--- src/acp_pkg.sv ---
// Shared constants and types of the arithmetic coprocessor.
package acp_pkg;

  // Register indices; the byte address on the bus is four times the index.
  localparam logic [7:0] IDX_BYTE0 = 8'he9;
  localparam logic [7:0] IDX_BYTE1 = 8'hea;
  localparam logic [7:0] IDX_BYTE2 = 8'heb;
  localparam logic [7:0] IDX_BYTE3 = 8'hec;
  localparam logic [7:0] IDX_BYTE4 = 8'hed;
  localparam logic [7:0] IDX_BYTE5 = 8'hee;
  localparam logic [7:0] IDX_CTRL  = 8'hef;

  // Offsets of the registers inside the block, counted from IDX_BYTE0.
  localparam logic [2:0] OFS_BYTE0 = 3'h0;
  localparam logic [2:0] OFS_BYTE1 = 3'h1;
  localparam logic [2:0] OFS_BYTE2 = 3'h2;
  localparam logic [2:0] OFS_BYTE3 = 3'h3;
  localparam logic [2:0] OFS_BYTE4 = 3'h4;
  localparam logic [2:0] OFS_BYTE5 = 3'h5;
  localparam logic [2:0] OFS_CTRL  = 3'h6;

  // Fields of the arith_control register.
  localparam int unsigned CTRL_ERR_BIT = 7;
  localparam int unsigned CTRL_OV_BIT  = 6;
  localparam int unsigned CTRL_DIR_BIT = 5;
  localparam int unsigned CTRL_SC_MSB  = 4;
  localparam logic [7:0]  CTRL_RESET   = 8'h00;
  localparam logic [7:0]  BYTE_RESET   = 8'h00;

  // Execution lengths in clock cycles.
  localparam logic [4:0] DIV32_CYCLES = 5'h11;
  localparam logic [4:0] DIV16_CYCLES = 5'h09;
  localparam logic [4:0] MUL_CYCLES   = 5'h0b;
  localparam logic [4:0] SHIFT_BASE   = 5'h02;
  localparam logic [4:0] NORM_BASE    = 5'h03;

  typedef enum logic [2:0] {
    OP_NONE,
    OP_DIV32,
    OP_DIV16,
    OP_MUL,
    OP_SHIFT,
    OP_NORM
  } acp_op_t;

endpackage

--- src/acp_divider.sv ---
// Unsigned divider of a 32-bit dividend by a 16-bit divisor.
`timescale 1ns/1ps
module acp_divider
  import acp_pkg::*;
(
  input  wire logic [31:0] i_dividend,
  input  wire logic [15:0] i_divisor,
  output logic      [31:0] o_quotient,
  output logic      [15:0] o_remainder,
  output logic             o_div_zero
);

  logic [31:0] divisor_wide;
  logic [31:0] rem_wide;

  assign divisor_wide = {16'h0000, i_divisor};
  assign o_div_zero   = (i_divisor == 16'h0000);

  // A zero divisor yields an all-ones quotient and keeps the low dividend word.
  always_comb begin
    if (o_div_zero) begin
      o_quotient  = 32'hffffffff;
      rem_wide    = {16'h0000, i_dividend[15:0]};
    end else begin
      o_quotient  = i_dividend / divisor_wide;
      rem_wide    = i_dividend % divisor_wide;
    end
  end

  assign o_remainder = rem_wide[15:0];

endmodule

--- src/acp_shifter.sv ---
// Barrel shifter with leading-zero count for shift and normalize.
`timescale 1ns/1ps
module acp_shifter
  import acp_pkg::*;
(
  input  wire logic [31:0] i_value,
  input  wire logic        i_left,
  input  wire logic [4:0]  i_count,
  input  wire logic        i_norm,
  output logic      [31:0] o_result,
  output logic      [4:0]  o_lead,
  output logic             o_msb_set
);

  // An all-zero value counts as 31 leading zeros, the most the field can hold.
  always_comb begin
    o_lead = 5'h1f;
    for (int i = 0; i < 32; i++) begin
      if (i_value[i]) begin
        o_lead = 5'(31 - i);
      end
    end
  end

  assign o_msb_set = i_value[31];

  // Zeros enter at the vacated end in both directions.
  always_comb begin
    if (i_norm) begin
      o_result = i_value << o_lead;
    end else if (i_left) begin
      o_result = i_value << i_count;
    end else begin
      o_result = i_value >> i_count;
    end
  end

endmodule

--- src/acp_top.sv ---
// Arithmetic coprocessor with its AHB-Lite register slave.
//
// The placing of the registers and the AHB-Lite slave port are this design's own decisions.
`timescale 1ns/1ps
// What this block does
// RULE1: Divisions take 17 or 9, multiply 11 cycles.
// RULE2: Shift takes 3 to 18 cycles.
// RULE3: Normalize takes 3 to 19 cycles.
// RULE4: Results placed low byte first per operation.
// RULE5: Last read of byte 5 or 3 ends.
// RULE6: Normalize shifts left until top bit set.
// RULE7: Normalize writes shift count into field.
// RULE8: Shift direction bit, distance from count field.
// RULE9: Zeros enter at the vacated end.
// RULE10: Software must write a nonzero shift count.
// RULE11: Error detection from byte 0 write to last read.
// RULE12: Write during execution restarts and flags error.
// RULE13: Read during execution flags error, continues.
// RULE14: Error flag read-only, cleared by control read.
// RULE15: Overflow on zero divide, big product, normalized.
// RULE16: Operations without overflow clear the flag.
// RULE17: Software writes never change overflow flag.
// RULE18: Write order selects operation; last write starts.
// RULE19: Zero count selects normalize, else shift.
// RULE20: Unsigned arithmetic that overwrites its operands.
// RULE21: Cycle counts start at the starting write edge.
module acp_top
  import acp_pkg::*;
(
  input  wire logic        i_clk,
  input  wire logic        i_rstn,
  input  wire logic        i_hsel,
  input  wire logic [31:0] i_haddr,
  input  wire logic [1:0]  i_htrans,
  input  wire logic        i_hwrite,
  input  wire logic [2:0]  i_hsize,
  input  wire logic [31:0] i_hwdata,
  input  wire logic        i_hready,
  output logic      [31:0] o_hrdata,
  output logic             o_hreadyout,
  output logic             o_hresp
);

  typedef struct packed {
    logic [5:0][7:0] opr;
    logic            err;
    logic            ov;
    logic            dir;
    logic [4:0]      sc;
    logic            detect;
    logic            busy;
    acp_op_t         op;
    acp_op_t         sel;
    logic [4:0]      cnt;
    logic            ap_valid;
    logic            ap_write;
    logic            ap_mapped;
    logic [2:0]      ap_ofs;
    logic [31:0]     hrdata;
  } acp_state_t;

  acp_state_t  st;
  acp_state_t  nx;

  logic        take;
  logic        mapped;
  logic [7:0]  addr_idx;
  logic [2:0]  addr_ofs;
  logic        wr;
  logic [7:0]  wbyte;
  logic        set_err;
  logic        clr_err;
  logic        done;
  acp_op_t     start_op;
  logic [4:0]  start_cycles;
  logic [7:0]  rvalue;
  logic [31:0] dividend;
  logic [31:0] quot;
  logic [15:0] rem;
  logic        div_zero;
  logic [31:0] product;
  logic [31:0] sh_result;
  logic [4:0]  lead;
  logic        msb_set;

  // The slave never stalls and never errors; reads are served from a flop.
  assign o_hreadyout = 1'b1;
  assign o_hresp     = 1'b0;
  assign o_hrdata    = st.hrdata;

  assign take     = i_hsel && i_htrans[1] && i_hready;
  assign addr_idx = i_haddr[9:2];
  assign addr_ofs = 3'(addr_idx - IDX_BYTE0);
  assign mapped   = (i_haddr[31:10] == 22'h000000) && (i_haddr[1:0] == 2'h0)
                    && (addr_idx >= IDX_BYTE0) && (addr_idx <= IDX_CTRL);
  assign wr       = st.ap_valid && st.ap_write && st.ap_mapped;
  assign wbyte    = i_hwdata[7:0];

  // Operands stay stable while busy because any write aborts the run.
  assign dividend = (st.op == OP_DIV16) ? {16'h0000, st.opr[1], st.opr[0]}
                                        : st.opr[3:0];
  assign product  = {st.opr[1], st.opr[0]} * {st.opr[5], st.opr[4]}; // RULE20

  acp_divider u_divider (
    .i_dividend  (dividend),
    .i_divisor   ({st.opr[5], st.opr[4]}),
    .o_quotient  (quot),
    .o_remainder (rem),
    .o_div_zero  (div_zero)
  );

  acp_shifter u_shifter (
    .i_value   (st.opr[3:0]),
    .i_left    (!st.dir),
    .i_count   (st.sc),
    .i_norm    (st.op == OP_NORM),
    .o_result  (sh_result),
    .o_lead    (lead),
    .o_msb_set (msb_set)
  );

  always_comb begin
    nx           = st;
    set_err      = 1'b0;
    clr_err      = 1'b0;
    done         = 1'b0;
    start_op     = OP_NONE;
    start_cycles = 5'h01;
    rvalue       = 8'h00;
    nx.ap_valid  = take;
    nx.ap_write  = i_hwrite;
    nx.ap_mapped = mapped;
    nx.ap_ofs    = addr_ofs;

    // Completion: results land once the cycle count has elapsed.
    if (st.busy) begin
      if (st.cnt == 5'h00) begin // RULE21
        done    = 1'b1;
        nx.busy = 1'b0;
        unique case (st.op)
          OP_DIV32: begin // RULE4
            nx.opr[3:0] = quot;
            nx.opr[5:4] = rem;
            nx.ov       = div_zero; // RULE15 RULE16
          end
          OP_DIV16: begin // RULE4
            nx.opr[1:0] = quot[15:0];
            nx.opr[3:2] = {BYTE_RESET, BYTE_RESET};
            nx.opr[5:4] = rem;
            nx.ov       = div_zero; // RULE15 RULE16
          end
          OP_MUL: begin // RULE4
            nx.opr[3:0] = product;
            nx.ov       = (product[31:16] != 16'h0000); // RULE15 RULE16
          end
          OP_SHIFT: begin // RULE8 RULE9
            nx.opr[3:0] = sh_result;
            nx.ov       = 1'b0; // RULE16
          end
          OP_NORM: begin // RULE6
            nx.opr[3:0] = sh_result;
            nx.sc       = lead; // RULE7
            nx.ov       = msb_set; // RULE15 RULE16
          end
          default: begin
            nx.busy = 1'b0;
          end
        endcase
      end else begin
        nx.cnt = st.cnt - 5'h01;
      end
    end

    // Write data phase: any write during a run aborts it.
    if (wr) begin
      if (st.busy) begin // RULE12
        set_err = 1'b1;
        nx.busy = 1'b0;
      end
      if (st.ap_ofs == OFS_CTRL) begin
        // The flag bits are not writable; only hardware moves them.
        nx.dir = wbyte[CTRL_DIR_BIT]; // RULE17
        nx.sc  = wbyte[CTRL_SC_MSB:0];
        if (wbyte[CTRL_SC_MSB:0] == 5'h00) begin // RULE19
          start_op     = OP_NORM;
          start_cycles = NORM_BASE + 5'((6'(lead) + 6'h01) >> 1); // RULE3
        end else begin
          start_op     = OP_SHIFT;
          start_cycles = SHIFT_BASE + 5'((6'(wbyte[4:0]) + 6'h01) >> 1); // RULE2
        end
      end else begin
        nx.opr[st.ap_ofs] = wbyte;
        unique case (st.ap_ofs)
          OFS_BYTE0: begin // RULE11 RULE18
            nx.detect = 1'b1;
            nx.sel    = OP_NONE;
          end
          OFS_BYTE1: begin // RULE18
            if (st.sel != OP_DIV32) begin
              nx.sel = OP_MUL;
            end
          end
          OFS_BYTE2, OFS_BYTE3: begin // RULE18
            nx.sel = OP_DIV32;
          end
          OFS_BYTE4: begin // RULE18
            if (st.sel != OP_DIV32) begin
              nx.sel = OP_DIV16;
            end
          end
          OFS_BYTE5: begin // RULE18
            start_op = st.sel;
          end
          default: begin
            nx.sel = st.sel;
          end
        endcase
        unique case (st.sel)
          OP_DIV32: start_cycles = DIV32_CYCLES; // RULE1
          OP_DIV16: start_cycles = DIV16_CYCLES; // RULE1
          default:  start_cycles = MUL_CYCLES; // RULE1
        endcase
      end
      if (start_op != OP_NONE) begin
        nx.busy = 1'b1;
        nx.op   = start_op;
        nx.cnt  = start_cycles - 5'h01;
      end
    end

    // Read address phase: the value reflects a write landing this edge.
    if (take && !i_hwrite && mapped) begin
      if (addr_ofs == OFS_CTRL) begin
        rvalue  = {st.err | set_err, nx.ov, nx.dir, nx.sc};
        clr_err = 1'b1; // RULE14
      end else begin
        rvalue = nx.opr[addr_ofs];
        if (nx.busy && st.detect) begin // RULE13
          set_err = 1'b1;
        end
        if (!nx.busy && nx.detect) begin // RULE5 RULE11
          if ((nx.op == OP_DIV32 || nx.op == OP_DIV16) ? (addr_ofs == OFS_BYTE5)
                                                        : (addr_ofs == OFS_BYTE3)) begin
            nx.detect = 1'b0;
          end
        end
      end
    end
    nx.hrdata = {24'h000000, rvalue};

    // A flag event in the clearing cycle wins over the clear.
    nx.err = (st.err && !clr_err) || set_err; // RULE14
  end

  always_ff @(posedge i_clk or negedge i_rstn) begin
    if (!i_rstn) begin
      st <= '0;
      {st.err, st.ov, st.dir, st.sc} <= CTRL_RESET;
    end else begin
      st <= nx;
    end
  end

  // Cycles since the starting write, used only by the checks below.
  logic [5:0] elapsed;

  always_ff @(posedge i_clk or negedge i_rstn) begin
    if (!i_rstn) begin
      elapsed <= 6'h00;
    end else if (wr && start_op != OP_NONE) begin
      elapsed <= 6'h01;
    end else if (st.busy) begin
      elapsed <= elapsed + 6'h01;
    end
  end
endmodule

--- config.mk ---
export PLATFORM = sky130hd
export DESIGN_NAME = acp_top
export DESIGN_NICKNAME = d
export VERILOG_FILES = /design/src/acp_pkg.sv /design/src/acp_divider.sv /design/src/acp_shifter.sv /design/src/acp_top.sv
export SDC_FILE = /design/constraint.sdc
export NUM_CORES = 2
export LEC_CHECK = 0
export ABC_CLOCK_PERIOD_IN_PS = 128600
export BUFFER_PORTS_ARGS = -buffer_cell sky130_fd_sc_hd__buf_2
export CORE_MARGIN = 8
export CORE_UTILIZATION = 65
export CTS_CLUSTER_DIAMETER = 150
export DETAILED_ROUTE_END_ITERATION = 10
export PLACE_DENSITY = 0.84
export SLEW_MARGIN = 15
export SYNTH_ARGS = -nofsm -noshare
export SYNTH_HDL_FRONTEND = slang
export SYNTH_SLANG_ARGS = --single-unit
export TNS_END_PERCENT = 10
--- constraint.sdc ---
create_clock -name i_clk -period 128.6 [get_ports i_clk]
set_input_delay 6.43 -clock i_clk [delete_from_list [all_inputs] [get_ports i_clk]]
set_output_delay 6.43 -clock i_clk [all_outputs]
set_load 0.005 [all_outputs]
==> flow_summary.yaml <==
sta:
  fmax_ghz: 0.009471
  finalSetupViolCount: 0
  max_slew_margin_pct: 10.33
  post-route-period-util_pct: 82.10
  hold_viol_final: 0
  setup_tns_ps: 0
  slew_viol_final: 0
  fin_crit_ps: 105580
  worst_slew_pin_slew_ps: 1337
  setup_ws_ps: 23020
  rsz0062_at_grt: "false"
  clock_skew_ps: 7.788
clocking:
  cts_tree: "yes"
  htree_levels: 3
  cts_resized: 0
  path_clk_slew_ps: 60
  cts_buffer_depth: 2
  holdBufCountCts: 0
  clock_latency_ps: 360
  cts_setup_buffers: 0
  cts_inserted_buffers: 9
  clock-sinks: 82
  clock-root-buffer: "clkbuf_16"
cells_and_area:
  syn2layout_area_growth_pct: 2.800
  layout-drive-gt1-share_pct: 7.967
  final_nets: 6311
  multiInputGateArea_sq_um: 36800
  fillers: 5498
  utilization_pct: 67.48
  regArea_sq_um: 2054
  final_cells: 6382
setup_path:
  max_stage_delay_ps: 1070
  critPathMostFrequentCell: "o21a_1"
  crit_path_end_kind: "flop"
  arrival_ps: 105790
  r2r_end: "o_hrdata[6]"
  reg2reg_slack_ps: 23020
  startpoint_type: "flop"
  crit_type: "reg2reg"
  cp_data_required_time_ps: 128810
  r2r-start: "st[98]"
  slowest_stage: "a211oi_1"
  ff2ff_path_depth: 423
  critical_path.max_fanout: 35
route:
  vias_per_cell: 6.851
  wire_per_inst_um: 21.43
  firstDrtPassIters: 9
  dr.first_iter.drc_count: 4960
  wl_mm: 136.8
  route.vias.total: 43724
  antenna_left: 0
  drc: 0
hold_path:
  holdPathEnd: "st[50]"
  hold_path.class: "reg2reg"
  holdCritStartpoint: "st[50]"
  min_path_cells: 2
grt:
  antenna_found_initial: 4
  grt_max_degree: 97
  grt_usage_pct: 36.60
  grt_pass1_vias: 41378
  grt_first_pass_wirelength_mm: 215.3
  grt_overflow_total: 0
yosys:
  synth_cell_types: 133
  syn_inst: 5663
  synth-seq-cells: 82
  synth_area_sq_um: 41330
  yosys_warnings: 0
  async_flop_share_pct: 100.0
  synth_top_area_share_pct: 15.50
  ys_seq_area_share_pct: 4.964
  yosys.area.top_type: "ha_1"
  ys.flop_type: "dfrtp_1"
  avgSynthCellArea_sq_um: 7.299
  synth_edf_count: 0
  synthTopCellsByArea: "ha_1 15%, fa_1 9.4%, nand2_1 5.7%"
floorplanning:
  io_pins: 108
  rows: 92
  die_height_um: 268.2
  dieArea_sq_um: 71920
  coreArea_sq_um: 62970
  initial_core_util_pct: 65.65
  die_w_um: 268.2
placement:
  place.gp.congestion: 1.071
  portBuffers: 53
  hpwl_mm: 104.0
  place_worst_setup_slack_ps: 25980
  placedCellCount: 6365
run:
  cap_violations: 0
status:
  status: "completed"
-- registers in the layout (all words and copies together), names as in the netlist --
signal	cells
st	74
o_hrdata	8
-- critical path: cells and delay by family, from the launching register on --
family	cells	cell delay (ps)
compound gates	257	63250
fa+ha+maj	31	10160
buf+inv	18	3370
flops	1	360
mux	10	2970
simple gates	107	25060
-- cells by family (layout without fill, tap and decap cells) --
group	after synthesis	count (layout)	synth area share, %
simple gates	2004	2004	23.03
buf+inv	657	505	6.423
xor+xnor	227	227	4.828
compound gates	1638	1638	26.54
fa+ha+maj	708	708	24.97
other cells	2	27	0.01817
mux	345	345	9.232
flops	82	82	4.964
-- layout make-up --
| type | count | area share (%) |
|---|---|---|
| well taps | 846 | 2.491 |
| clock buffers | 9 | 0.5300 |
| multi-input cells | 4948 | 86.61 |
| clock inverters | 7 | 0.1207 |
| repair buffers | 158 | 2.485 |
| diodes | 1 | 0.005889 |
| inverters | 331 | 2.924 |
| flip-flops and latches | 82 | 4.835 |
-- layout by cell type, fill, tap and decap left out, drive strengths merged, types with 26 or more instances in the layout --
master | Yosys | routed
and2 | 75 | 75
fa | 195 | 195
nor2b | 52 | 52
o21ai | 378 | 378
a21o | 94 | 94
a31oi | 51 | 51
nor2 | 525 | 525
o211ai | 55 | 55
inv | 327 | 328
nand2b | 69 | 69
and3 | 39 | 39
xor2 | 97 | 97
nand2 | 628 | 628
nor4 | 37 | 37
a211oi | 53 | 53
ha | 512 | 512
or2 | 67 | 67
nand4 | 49 | 49
a221oi | 28 | 28
a22oi | 27 | 27
mux2 | 101 | 101
buf | 108 | 158
o31ai | 118 | 118
dfrtp | 82 | 82
or3 | 40 | 40
nor3 | 261 | 261
xnor2 | 130 | 130
conb | 2 | 26
mux2i | 226 | 226
a21oi | 351 | 351
nand3 | 86 | 86
o21a | 212 | 212
-- metal layers --
layer / vias up / global-route usage [%] / part of all wire (%)
met4: 2 / 21.07 / 7.0
met5: - / 0 / 0.0095
met2: 2452 / 58.58 / 44
li1: 20240 / - / -
met3: 654 / 8.709 / 12
met1: 20376 / 44.81 / 38
-- worst max-delay path by stage --
| stage | startpoint | cells past startpoint | end |
|---|---|---|---|
| 2_1_floorplan | st[46] | 457 | o_hrdata[4] |
| 3_3_place_gp | st[98] | 422 | o_hrdata[4] |
| 3_5_place_dp | st[47] | 423 | o_hrdata[3] |
| 4_1_cts | st[47] | 425 | o_hrdata[6] |
| 5_1_grt | st[98] | 425 | o_hrdata[3] |
| 6_report | st[98] | 423 | o_hrdata[6] |
-- through the flow --
| step | instance area [sq um] | hold WS, ps |
|---|---|---|
| 2_1_floorplan | 41420 | 464.6 |
| 3_3_place_gp | 42210 | 483.7 |
| 3_5_place_dp | 42210 | 516.4 |
| 4_1_cts | 42490 | 530.1 |
| 5_1_grt | 42490 | 563.3 |
| 6_report | 42490 | 534.9 |
-- cell usage after synthesis, types with 19 or more instances --
master and instances:
nor2_1 524, o21bai_1 23, or3_1 37, a22oi_1 27
a21boi_0 19, nand3_1 85, fa_1 195, dfrtp_1 82
xnor2_1 129, mux2_2 94, a31oi_1 50, nand4_1 46
o211ai_1 53, xor2_1 97, nand2b_1 69, o21a_1 211
a221oi_1 27, a21o_1 93, or2_2 61, o21ai_1 24
a21oi_1 349, buf_1 52, nand2_1 628, mux2i_1 224
ha_1 512, o21ai_0 354, a211oi_1 51, and2_1 73
clkbuf_1 217, nor2b_1 52, o31ai_1 116, nor4_1 32
nor3_1 257, buf_4 37, inv_1 325, and3_1 39
Power is not shown: default switching activity piles up to over one toggle a cycle in this logic, so the estimate is an artifact.
